### src/common/nvm_seq_defines.vh
// Constants of the nonvolatile memory command sequencer
`ifndef NVM_SEQ_DEFINES_VH
`define NVM_SEQ_DEFINES_VH
// Register byte addresses on the bus
`define OFS_CMD 8'h00
`define OFS_LOCKS 8'h04
`define OFS_STATUS 8'h08
`define OFS_INTERRUPT_ENABLE_REG 8'h0c
`define OFS_INTFLAG 8'h10
`define OFS_DATA 8'h18
`define OFS_ADDR 8'h20
`define OFS_KEY 8'h24
`define OFS_PBUF 8'h28
// Command codes
`define CMD_NONE 3'h0
`define CMD_PAGE_WRITE 3'h1
`define CMD_PAGE_ERASE 3'h2
`define CMD_ERASE_WRITE 3'h3
`define CMD_BUF_CLEAR 3'h4
`define CMD_CHIP_ERASE 3'h5
`define CMD_EEPROM_WIPE 3'h6
`define CMD_FUSE_WRITE 3'h7
// Unlock key value and its life in bus writes
`define SELF_PROGRAM_KEY 8'h9d
`define KEY_WINDOW 3'h4
// Buffer clear lasts seven cycles
`define BUF_CLEAR_CYCLES 4'h7
// Address bit selecting EEPROM over flash
`define EEPROM_SEL_BIT 15
// Field positions
`define BIT_FLASH_BUSY 0
`define BIT_EEPROM_BUSY 1
`define BIT_WRITE_ERROR 2
`endif

### src/verilog/nvm_command_sequencer.v
// Command sequencer of the nonvolatile memory controller
`timescale 1ns/1ps
`include "nvm_seq_defines.vh"

// Notes on behaviour
// - Page write programs buffer into addressed page
// - Flash write stalls CPU; EEPROM write does not
// - Buffer auto-cleared after write or erase
// - Page erase needs one written buffer byte
// - Flash erase wipes whole page, halts CPU
// - EEPROM erase touches marked bytes, CPU runs
// - Erase-write erases then programs, buffer cleared
// - Flash erase-write halts CPU; EEPROM does not
// - Buffer clear sets ones, halts seven cycles
// - Chip erase wipes flash, EEPROM unless kept
// - Chip erase ignores boot lock and protect
// - EEPROM wipe sets ones, halts CPU
// - Fuse write only from debug port
// - New fuse applies after reset; readable normally
// - Reset aborts running write or erase
// - Ready flag set when EEPROM becomes free
// - Interrupt while flag and enable both set
// - Clock kept during sleep while writing
// - Ready interrupt wakes from idle only
// - Wake-up clears page buffer to ones
// - Command write needs key within four writes; debug port writes need no key
// - Three-bit command field encodings
// - Buffer store ANDs new data with old
module nvm_command_sequencer #(
    parameter PAGE_BYTES = 32,       // Bytes in one page buffer
    parameter PB_AW = 5,             // Page buffer index width
    parameter OP_CYCLES = 64         // Array operation length in cycles
) (
    input wire clk,
    input wire sys_rst,
    input wire [7:0] avs_address,
    input wire avs_read,
    input wire avs_write,
    input wire [31:0] avs_writedata,
    input wire [3:0] avs_byteenable,
    input wire from_debug_port,      // Access made through program_debug_port
    output reg [31:0] avs_readdata,
    output reg avs_waitrequest,
    input wire eeprom_keep_fuse,     // Fuse level, sampled after reset
    input wire sleep_req,            // System asks for sleep
    input wire sleep_idle,           // Requested sleep is idle mode
    input wire wake_event,           // Wake-up from other sources
    output reg cpu_stall,
    output reg irq,
    output reg wake_out,
    output reg sleep_ok,             // Controller may sleep now
    output reg clk_keep,             // Keep system clock running
    output reg arr_start,            // Start one array operation
    output reg [2:0] arr_op,         // Operation in progress
    output reg [15:0] arr_addr,
    output reg arr_flash_erase_all,
    output reg arr_eeprom_erase_all,
    output reg [7:0] fuse_addr,
    output reg [7:0] fuse_data
);

    // Sequencer states
    localparam S_IDLE = 4'b0001;
    localparam S_ERASE = 4'b0010;
    localparam S_WRITE = 4'b0100;
    localparam S_CLEAR = 4'b1000;

    reg [3:0] state_ff;              // Sequencer state
    reg [2:0] cmd_ff;                // Running command
    reg [15:0] addr_ff;              // Target address
    reg [15:0] data_ff;              // Fuse data register
    reg [1:0] locks_ff;              // Boot lock, app protect
    reg interrupt_enable_reg_ff;                    // Ready interrupt enable
    reg eeprom_ready_flag_ff;        // Sticky ready flag
    reg write_error_ff;              // Refused command seen
    reg [2:0] key_cnt_ff;            // Writes left in unlock window
    reg [15:0] op_cnt_ff;            // Cycles left in array phase
    reg [7:0] pbuf_ff [0:PAGE_BYTES-1]; // Page buffer data
    reg [PAGE_BYTES-1:0] pb_mark_ff; // Bytes written since clear
    reg eeprom_busy_ff;
    reg flash_busy_ff;
    reg sleep_s1_ff, sleep_s2_ff, idle_s1_ff, idle_s2_ff, wake_s1_ff, wake_s2_ff;
    reg asleep_ff;
    reg done_ff;                     // One-cycle pulse at op end
    reg busy_was_ff;
    reg clr_pb_ff;                   // Request a buffer clear
    reg ack_ff;                      // Bus answer given
    wire bus_req = (avs_read | avs_write) & ~ack_ff;
    // A write lands at the edge that sees waitrequest low
    wire wr_hit = avs_write & ack_ff;
    wire target_ee = addr_ff[`EEPROM_SEL_BIT];
    wire op_busy = eeprom_busy_ff | flash_busy_ff;
    wire [7:0] pb_off = avs_address - `OFS_PBUF; // Offset into buffer window
    wire [PB_AW-1:0] pb_idx = pb_off[PB_AW+1:2];
    integer i;

    // Synchronise sleep and wake pins
    always @(posedge clk) begin
        sleep_s1_ff <= sleep_req;
        sleep_s2_ff <= sleep_s1_ff;
        idle_s1_ff <= sleep_idle;
        idle_s2_ff <= idle_s1_ff;
        wake_s1_ff <= wake_event;
        wake_s2_ff <= wake_s1_ff;
    end

    // Bus answers one cycle after request
    always @(posedge clk) begin
        if (sys_rst) begin
            ack_ff <= 1'b0;
            avs_waitrequest <= 1'b1;
            avs_readdata <= 32'h0;
        end else begin
            ack_ff <= bus_req;
            avs_waitrequest <= ~bus_req;
            if (avs_read & ~ack_ff) begin
                if (avs_address == `OFS_CMD) begin
                    avs_readdata <= {29'h0, cmd_ff};
                end else if (avs_address == `OFS_LOCKS) begin
                    avs_readdata <= {30'h0, locks_ff};
                end else if (avs_address == `OFS_STATUS) begin
                    avs_readdata <= {29'h0, write_error_ff, eeprom_busy_ff, flash_busy_ff};
                end else if (avs_address == `OFS_INTERRUPT_ENABLE_REG) begin
                    avs_readdata <= {31'h0, interrupt_enable_reg_ff};
                end else if (avs_address == `OFS_INTFLAG) begin
                    avs_readdata <= {31'h0, eeprom_ready_flag_ff};
                end else if (avs_address == `OFS_DATA) begin
                    avs_readdata <= {16'h0, data_ff};
                end else if (avs_address == `OFS_ADDR) begin
                    avs_readdata <= {16'h0, addr_ff};
                end else if (avs_address >= `OFS_PBUF) begin
                    avs_readdata <= {24'h0, pbuf_ff[pb_idx]};
                end else begin
                    avs_readdata <= 32'h0;
                end
            end
        end
    end

    // Sleep, clock keep and wake handling
    always @(posedge clk) begin
        if (sys_rst) begin
            asleep_ff <= 1'b0;
            sleep_ok <= 1'b0;
            clk_keep <= 1'b0;
            wake_out <= 1'b0;
            irq <= 1'b0;
            busy_was_ff <= 1'b0;
        end else begin
            busy_was_ff <= eeprom_busy_ff;
            clk_keep <= sleep_s2_ff & op_busy;
            sleep_ok <= sleep_s2_ff & ~op_busy;
            asleep_ff <= sleep_s2_ff;
            irq <= eeprom_ready_flag_ff & interrupt_enable_reg_ff;
            wake_out <= sleep_s2_ff & idle_s2_ff & eeprom_ready_flag_ff & interrupt_enable_reg_ff;
        end
    end

    // Fuse level caught after reset; a new value waits for reset
    reg fuse_taken_ff;
    reg keep_latch_ff;               // Fuse value in force
    always @(posedge clk) begin
        if (sys_rst) begin
            fuse_taken_ff <= 1'b0;
        end else if (!fuse_taken_ff) begin
            fuse_taken_ff <= 1'b1;
        end
    end
    wire keep_fuse_now = fuse_taken_ff ? keep_latch_ff : eeprom_keep_fuse;
    always @(posedge clk) begin
        if (sys_rst) begin
            keep_latch_ff <= 1'b0;
        end else if (!fuse_taken_ff) begin
            keep_latch_ff <= eeprom_keep_fuse;
        end
    end

    // Command, registers, sequencing and page buffer
    always @(posedge clk) begin
        if (sys_rst) begin
            state_ff <= S_IDLE;
            cmd_ff <= `CMD_NONE;
            addr_ff <= 16'h0;
            data_ff <= 16'h0;
            locks_ff <= 2'h0;
            interrupt_enable_reg_ff <= 1'b0;
            eeprom_ready_flag_ff <= 1'b0;
            write_error_ff <= 1'b0;
            key_cnt_ff <= 3'h0;
            op_cnt_ff <= 16'h0;
            pb_mark_ff <= {PAGE_BYTES{1'b0}};
            eeprom_busy_ff <= 1'b0;
            flash_busy_ff <= 1'b0;
            done_ff <= 1'b0;
            clr_pb_ff <= 1'b1;
            cpu_stall <= 1'b0;
            arr_start <= 1'b0;
            arr_op <= `CMD_NONE;
            arr_addr <= 16'h0;
            arr_flash_erase_all <= 1'b0;
            arr_eeprom_erase_all <= 1'b0;
            fuse_addr <= 8'h0;
            fuse_data <= 8'h0;
        end else begin
            arr_start <= 1'b0;
            done_ff <= 1'b0;
            clr_pb_ff <= 1'b0;
            if (wr_hit && key_cnt_ff != 3'h0) begin
                key_cnt_ff <= key_cnt_ff - 3'h1;
            end
            // Wake-up clears the buffer
            if (asleep_ff & (~sleep_s2_ff | wake_s2_ff)) begin
                clr_pb_ff <= 1'b1;
            end
            if (wr_hit) begin
                if (avs_address == `OFS_KEY) begin
                    if (avs_writedata[7:0] == `SELF_PROGRAM_KEY) begin
                        key_cnt_ff <= `KEY_WINDOW;
                    end
                end else if (avs_address == `OFS_CMD) begin
                    if ((key_cnt_ff != 3'h0 || from_debug_port) && state_ff == S_IDLE) begin
                        cmd_ff <= avs_writedata[2:0];
                        arr_addr <= addr_ff;
                        if (avs_writedata[2:0] == `CMD_FUSE_WRITE && !from_debug_port) begin
                            cmd_ff <= `CMD_NONE;
                            write_error_ff <= 1'b1;
                        end else if (avs_writedata[2:0] == `CMD_PAGE_WRITE) begin
                            state_ff <= S_WRITE;
                            arr_start <= 1'b1;
                            arr_op <= `CMD_PAGE_WRITE;
                        end else if (avs_writedata[2:0] == `CMD_PAGE_ERASE ||
                                     avs_writedata[2:0] == `CMD_ERASE_WRITE) begin
                            if (pb_mark_ff != {PAGE_BYTES{1'b0}}) begin
                                state_ff <= S_ERASE;
                                arr_start <= 1'b1;
                                arr_op <= `CMD_PAGE_ERASE;
                            end else begin
                                cmd_ff <= `CMD_NONE;
                                write_error_ff <= 1'b1;
                            end
                        end else if (avs_writedata[2:0] == `CMD_BUF_CLEAR) begin
                            state_ff <= S_CLEAR;
                            op_cnt_ff <= {12'h0, `BUF_CLEAR_CYCLES};
                        end else if (avs_writedata[2:0] == `CMD_CHIP_ERASE) begin
                            state_ff <= S_ERASE;
                            arr_start <= 1'b1;
                            arr_op <= `CMD_CHIP_ERASE;
                            arr_flash_erase_all <= 1'b1;
                            arr_eeprom_erase_all <= ~keep_fuse_now;
                        end else if (avs_writedata[2:0] == `CMD_EEPROM_WIPE) begin
                            state_ff <= S_ERASE;
                            arr_start <= 1'b1;
                            arr_op <= `CMD_EEPROM_WIPE;
                            arr_eeprom_erase_all <= 1'b1;
                        end else if (avs_writedata[2:0] == `CMD_FUSE_WRITE) begin
                            state_ff <= S_WRITE;
                            arr_start <= 1'b1;
                            arr_op <= `CMD_FUSE_WRITE;
                            fuse_addr <= addr_ff[7:0];
                            fuse_data <= data_ff[7:0];
                        end
                    end
                end else if (avs_address == `OFS_LOCKS) begin
                    locks_ff <= locks_ff | avs_writedata[1:0];
                end else if (avs_address == `OFS_INTERRUPT_ENABLE_REG) begin
                    interrupt_enable_reg_ff <= avs_writedata[0];
                end else if (avs_address == `OFS_DATA) begin
                    data_ff <= avs_writedata[15:0];
                end else if (avs_address == `OFS_ADDR) begin
                    addr_ff <= avs_writedata[15:0];
                end else if (avs_address >= `OFS_PBUF && state_ff == S_IDLE) begin
                    pb_mark_ff[pb_idx] <= 1'b1;
                    addr_ff <= {addr_ff[15:PB_AW], pb_idx};
                end
            end
            // Array phase counting and sequencing
            if (state_ff == S_ERASE || state_ff == S_WRITE) begin
                if (arr_start) begin
                    op_cnt_ff <= OP_CYCLES[15:0];
                end else if (op_cnt_ff > 16'h1) begin
                    op_cnt_ff <= op_cnt_ff - 16'h1;
                end else if (state_ff == S_ERASE && cmd_ff == `CMD_ERASE_WRITE) begin
                    state_ff <= S_WRITE;
                    arr_start <= 1'b1;
                    arr_op <= `CMD_PAGE_WRITE;
                end else begin
                    state_ff <= S_IDLE;
                    done_ff <= 1'b1;
                    cmd_ff <= `CMD_NONE;
                    arr_op <= `CMD_NONE;
                    arr_flash_erase_all <= 1'b0;
                    arr_eeprom_erase_all <= 1'b0;
                    clr_pb_ff <= 1'b1;
                end
            end else if (state_ff == S_CLEAR) begin
                if (op_cnt_ff > 16'h1) begin
                    op_cnt_ff <= op_cnt_ff - 16'h1;
                end else begin
                    state_ff <= S_IDLE;
                    cmd_ff <= `CMD_NONE;
                    clr_pb_ff <= 1'b1;
                end
            end
            if (clr_pb_ff) begin
                pb_mark_ff <= {PAGE_BYTES{1'b0}};
            end
            // Busy flags by target
            eeprom_busy_ff <= (state_ff == S_ERASE || state_ff == S_WRITE) && !done_ff
                && (target_ee || cmd_ff == `CMD_EEPROM_WIPE || cmd_ff == `CMD_CHIP_ERASE);
            flash_busy_ff <= (state_ff == S_ERASE || state_ff == S_WRITE) && !done_ff
                && (!target_ee || cmd_ff == `CMD_CHIP_ERASE);
            // Stall flash work, wipes and buffer clear
            cpu_stall <= (state_ff == S_CLEAR)
                || ((state_ff == S_ERASE || state_ff == S_WRITE)
                && (!target_ee || cmd_ff == `CMD_EEPROM_WIPE || cmd_ff == `CMD_CHIP_ERASE));
            // Ready flag: set on busy fall beats a clear
            if (wr_hit && avs_address == `OFS_INTFLAG && avs_writedata[0]) begin
                eeprom_ready_flag_ff <= 1'b0;
            end
            if (busy_was_ff && !eeprom_busy_ff) begin
                eeprom_ready_flag_ff <= 1'b1;
            end
        end
    end

    // Page buffer data: AND on store, ones on clear
    always @(posedge clk) begin
        if (sys_rst || clr_pb_ff) begin
            for (i = 0; i < PAGE_BYTES; i = i + 1) begin
                pbuf_ff[i] <= 8'hff;
            end
        end else if (wr_hit && avs_address >= `OFS_PBUF && state_ff == S_IDLE) begin
            pbuf_ff[pb_idx] <= pbuf_ff[pb_idx] & avs_writedata[7:0];
        end
    end

endmodule // nvm_command_sequencer

### config.mk
export PLATFORM = sky130hd
export DESIGN_NAME = nvm_command_sequencer
export DESIGN_NICKNAME = d
export VERILOG_FILES = /design/src/verilog/nvm_command_sequencer.v
export VERILOG_INCLUDE_DIRS = /design/src /design/src/common
export SDC_FILE = /design/constraint.sdc
export NUM_CORES = 1
export LEC_CHECK = 0
export BUFFER_PORTS_ARGS = -buffer_cell sky130_fd_sc_hd__clkbuf_2
export CORE_ASPECT_RATIO = 1.4
export CORE_UTILIZATION = 30
export DETAILED_ROUTE_END_ITERATION = 16
export GPL_ROUTABILITY_DRIVEN = 0
export PLACE_DENSITY = 0.56
export SYNTH_ARGS = -nofsm -noshare
export SYNTH_HDL_FRONTEND = slang
export SYNTH_SLANG_ARGS = --single-unit
### constraint.sdc
create_clock -name clk -period 4.7 [get_ports clk]
set_input_delay 0.47 -clock clk [delete_from_list [all_inputs] [get_ports clk]]
set_output_delay 0.47 -clock clk [all_outputs]
set_load 0.03 [all_outputs]
==> summary.txt <==
Finish
  • Share of cells above drive strength 1: 0.1883
  • Non-filler cells, final: 2539
  • Design Area, Final: 21270 um^2
  • Core Util, Final: 0.3484
  • Layout Nets: 1754
  • Layout area overhead: 14.42%

Synth
  • Synth Area in XOR/XNOR: 0.007539
  • Most instantiated cells after synthesis: nand2_1 (312), edfxtp_1 (256), dfxtp_1 (170)
  • Mux cell area share after synthesis: 0.1014
  • Synth warnings: 0
  • Post-synth top area cell: edfxtp_1
  • Yosys reg bits: 426
  • Largest family of logic cells by synthesized area: simple AND/OR/NAND/NOR gates
  • Count leader, synth: nand2_1
  • Primary FF master, synth: edfxtp_1
  • Post-Synth Adder-Cell Area: 0.004039
  • Synthesized instance count: 1613
  • Post-synthesis average cell area: 11.52 um^2
  • Share of the synthesized area in the top cell type: 0.4136
  • EDFF count, synth: 256
  • Top cells by area, synth: edfxtp_1 (41%), dfxtp_1 (18%), mux4_2 (7.9%)
  • Synthesized cell area: 18590 um^2
  • Post-Synth Simple-Gate Area: 0.1579
  • Compound-cell area share of the yosys netlist: 0.09498
  • Seq/Total Area, Yosys: 0.5967
  • Asr flop ratio synth: 0
  • Distinct cells, synth: 80

STA
  • Final Skew: 14.91 ps
  • Final cycle utilization of the critical path: 0.7853
  • Maximum clock frequency: 270.9 MHz
  • RSZ-0062 raised after global routing: no
  • Setup violators final: 0
  • TNS Setup: 0 ps
  • Worst slew pin tran: 1319 ps
  • Slew Limit Fails: 0
  • Relative slew slack: 0.1204
  • Slack of the critical path: 1009 ps
  • Fin Hold WS: 27.70 ps
  • Post-layout min period: 3691 ps
  • Final hold vios: 0

CTS
  • Clock Tree Root: clkbuf_16
  • Post-CTS Setup Inserts: 0
  • TritonCTS sink count: 426
  • Post-cts sizing count: 0
  • Worst skew pair latency: 550 ps
  • TritonCTS clock tree: yes
  • Num CTS Buffers: 38
  • Reg clk slew, reported paths: 60 ps
  • H-tree Lvls: 2
  • Clk buf depth: 3
  • Hold_buf cts: 0

Floorplan
  • Die area: 62970 um^2
  • Die Wd: 212.4 um
  • Die Span Y: 296.5 um
  • # IOs: 129
  • Core Footprint: 61050 um^2
  • Number of placement rows: 107
  • Initial Util: 0.3045

Job
  • Max Cap Viol: 0

Worst setup path
  • CP max stage delay: 1110 ps
  • Crit path launch type: flop
  • Buf/Inv on CP: 0
  • Slowest CP cell: o21ai_0
  • Reg2reg path depth: 4
  • Largest fanout on the critical path: 11
  • R2R Setup Slk: 1010 ps
  • CP endpoint kind: flop
  • Crit-path cells: nor4b_2 -> o21ai_1 -> or3_1 -> o21ai_0
  • Crit path required time: 4850 ps
  • WS Path Type: reg -> reg
  • WP depth: 4
  • Delay-heaviest family, CP: compound AO/OA/AOI/OAI gates
  • Worst EP arrival: 3840 ps

Global routing
  • Vias in the first global route: 12900
  • Antenna violations before repair: 1
  • First-pass GRT wire length: 77.84 mm
  • Total global-route track usage: 0.1641
  • Largest net degree at the start of global routing: 78
  • Grt ovf: 0

Routing
  • Vias/cell: 5.056
  • Detailed Route WL: 51.66 mm
  • Avg WL per Cell: 20.35 um
  • First DRT Iteration DRCs: 948
  • Via count: 12840
  • Initial DRT Pass Iterations: 5
  • ANT nets after route: 0
  • # DRC: 0

Place
  • DP Worst Slack: 785.3 ps
  • Placed cells: 2472
  • # port buffers: 92
  • Half-perimeter wire length after placement: 36.46 mm
  • Placed cell areas: 20010 um^2

Power
  • Internal Dissipation: 5.960 mW
  • PwrDens: 366.9 nW/um^2
  • Sequential power share: 0.509
  • Overall power: 7.803 mW
  • Peak VDD IR: 220.1 uV
  • Part of the power in combinational logic: 0.080
  • Clock power share: 0.411
  • Sw frac: 0.2362
  • Leakage: 6.501 nW
  • Switching power: 1.843 mW

Run status
  • Status: completed

Hold path
  • Hold Path Cell Cnt: 1
  • Hold Crit Class: in -> reg
==> cells in the final DEF (no fill, tap or decap), drive strengths merged, types with 4 or more instances in the layout <==
cell type	count
o21ai	51
mux4	65
and2	7
nand4b	5
mux2i	42
ha	6
nor2b	7
a211oi	10
buf	57
inv	20
or4	5
dfxtp	170
clkinv	7
o31ai	10
o211ai	6
or3	8
xnor2	5
bufinv	4
nand4	6
nand2b	6
nand3	33
a22o	31
nor2	160
xor2	11
o22ai	4
nand2	342
a21oi	99
nor3	26
a41o	5
a22oi	13
nor4	18
edfxtp	256
conb	16
a31oi	7
or2	6
clkbuf	143
and3	8
==> routing by layer <==
layer / vias up / routed length (um) / track usage
met2: 386 / 27320 / 0.3056
li1: 5992 / - / -
met1: 6350 / 18920 / 0.1754
met5: - / 0 / 0
met4: 0 / 2957 / 0.09633
met3: 110 / 2470 / 0.02185
==> power groups by stage <==
stage,Combinational (mW),Clock (mW),Sequential (mW)
global route,0.665,3.41,3.97
detailed placement,0.625,0,4.06
floorplan,0.382,0,4.07
finish,0.624,3.20,3.97
CTS,0.626,3.27,3.97
global placement,0.621,0,4.06
==> final timing paths <==
path,from,endpoint
min,sleep_idle,idle_s1_ff$_DFF_P_
max reg2reg,state_ff[1]$_SDFF_PP0_,pbuf_ff[27][7]$_SDFFCE_PN1P_
max,state_ff[1]$_SDFF_PP0_,pbuf_ff[27][7]$_SDFFCE_PN1P_
min reg2reg,sleep_s1_ff$_DFF_P_,sleep_s2_ff$_DFF_P_
==> logic make-up after synthesis <==
kind of cell,after synthesis
AO/OA/AOI/OAI,267
XOR/XNOR,16
adder cells (fa/ha/maj),6
buffers and inverters,139
flip-flops,426
multiplexers,107
other,1
AND/OR/NAND/NOR,651
==> area by class of cell <==
type,instances,area [um^2]
Inverter,20,75.07
Sequential cell,426,11090
Clock buffer,54,1095
Tap cell,817,1022
Antenna cell,1,2.502
Timing Repair Buffer,146,898.4
Fill cell,6065,39780
Clock inverter,12,160.2
Multi-Input combinational cell,1063,6925
==> registers in the layout, summed over array words and instances (netlist names), 2 cells and up <==
signal,count
cmd_ff,3
op_cnt_ff,16
pb_mark_ff,32
pbuf_ff,256
locks_ff,2
avs_readdata,16
data_ff,16
key_cnt_ff,3
arr_addr,16
state_ff,4
fuse_addr,8
fuse_data,8
arr_op,3
addr_ff,16
Power figures use the tool's default switching activity.
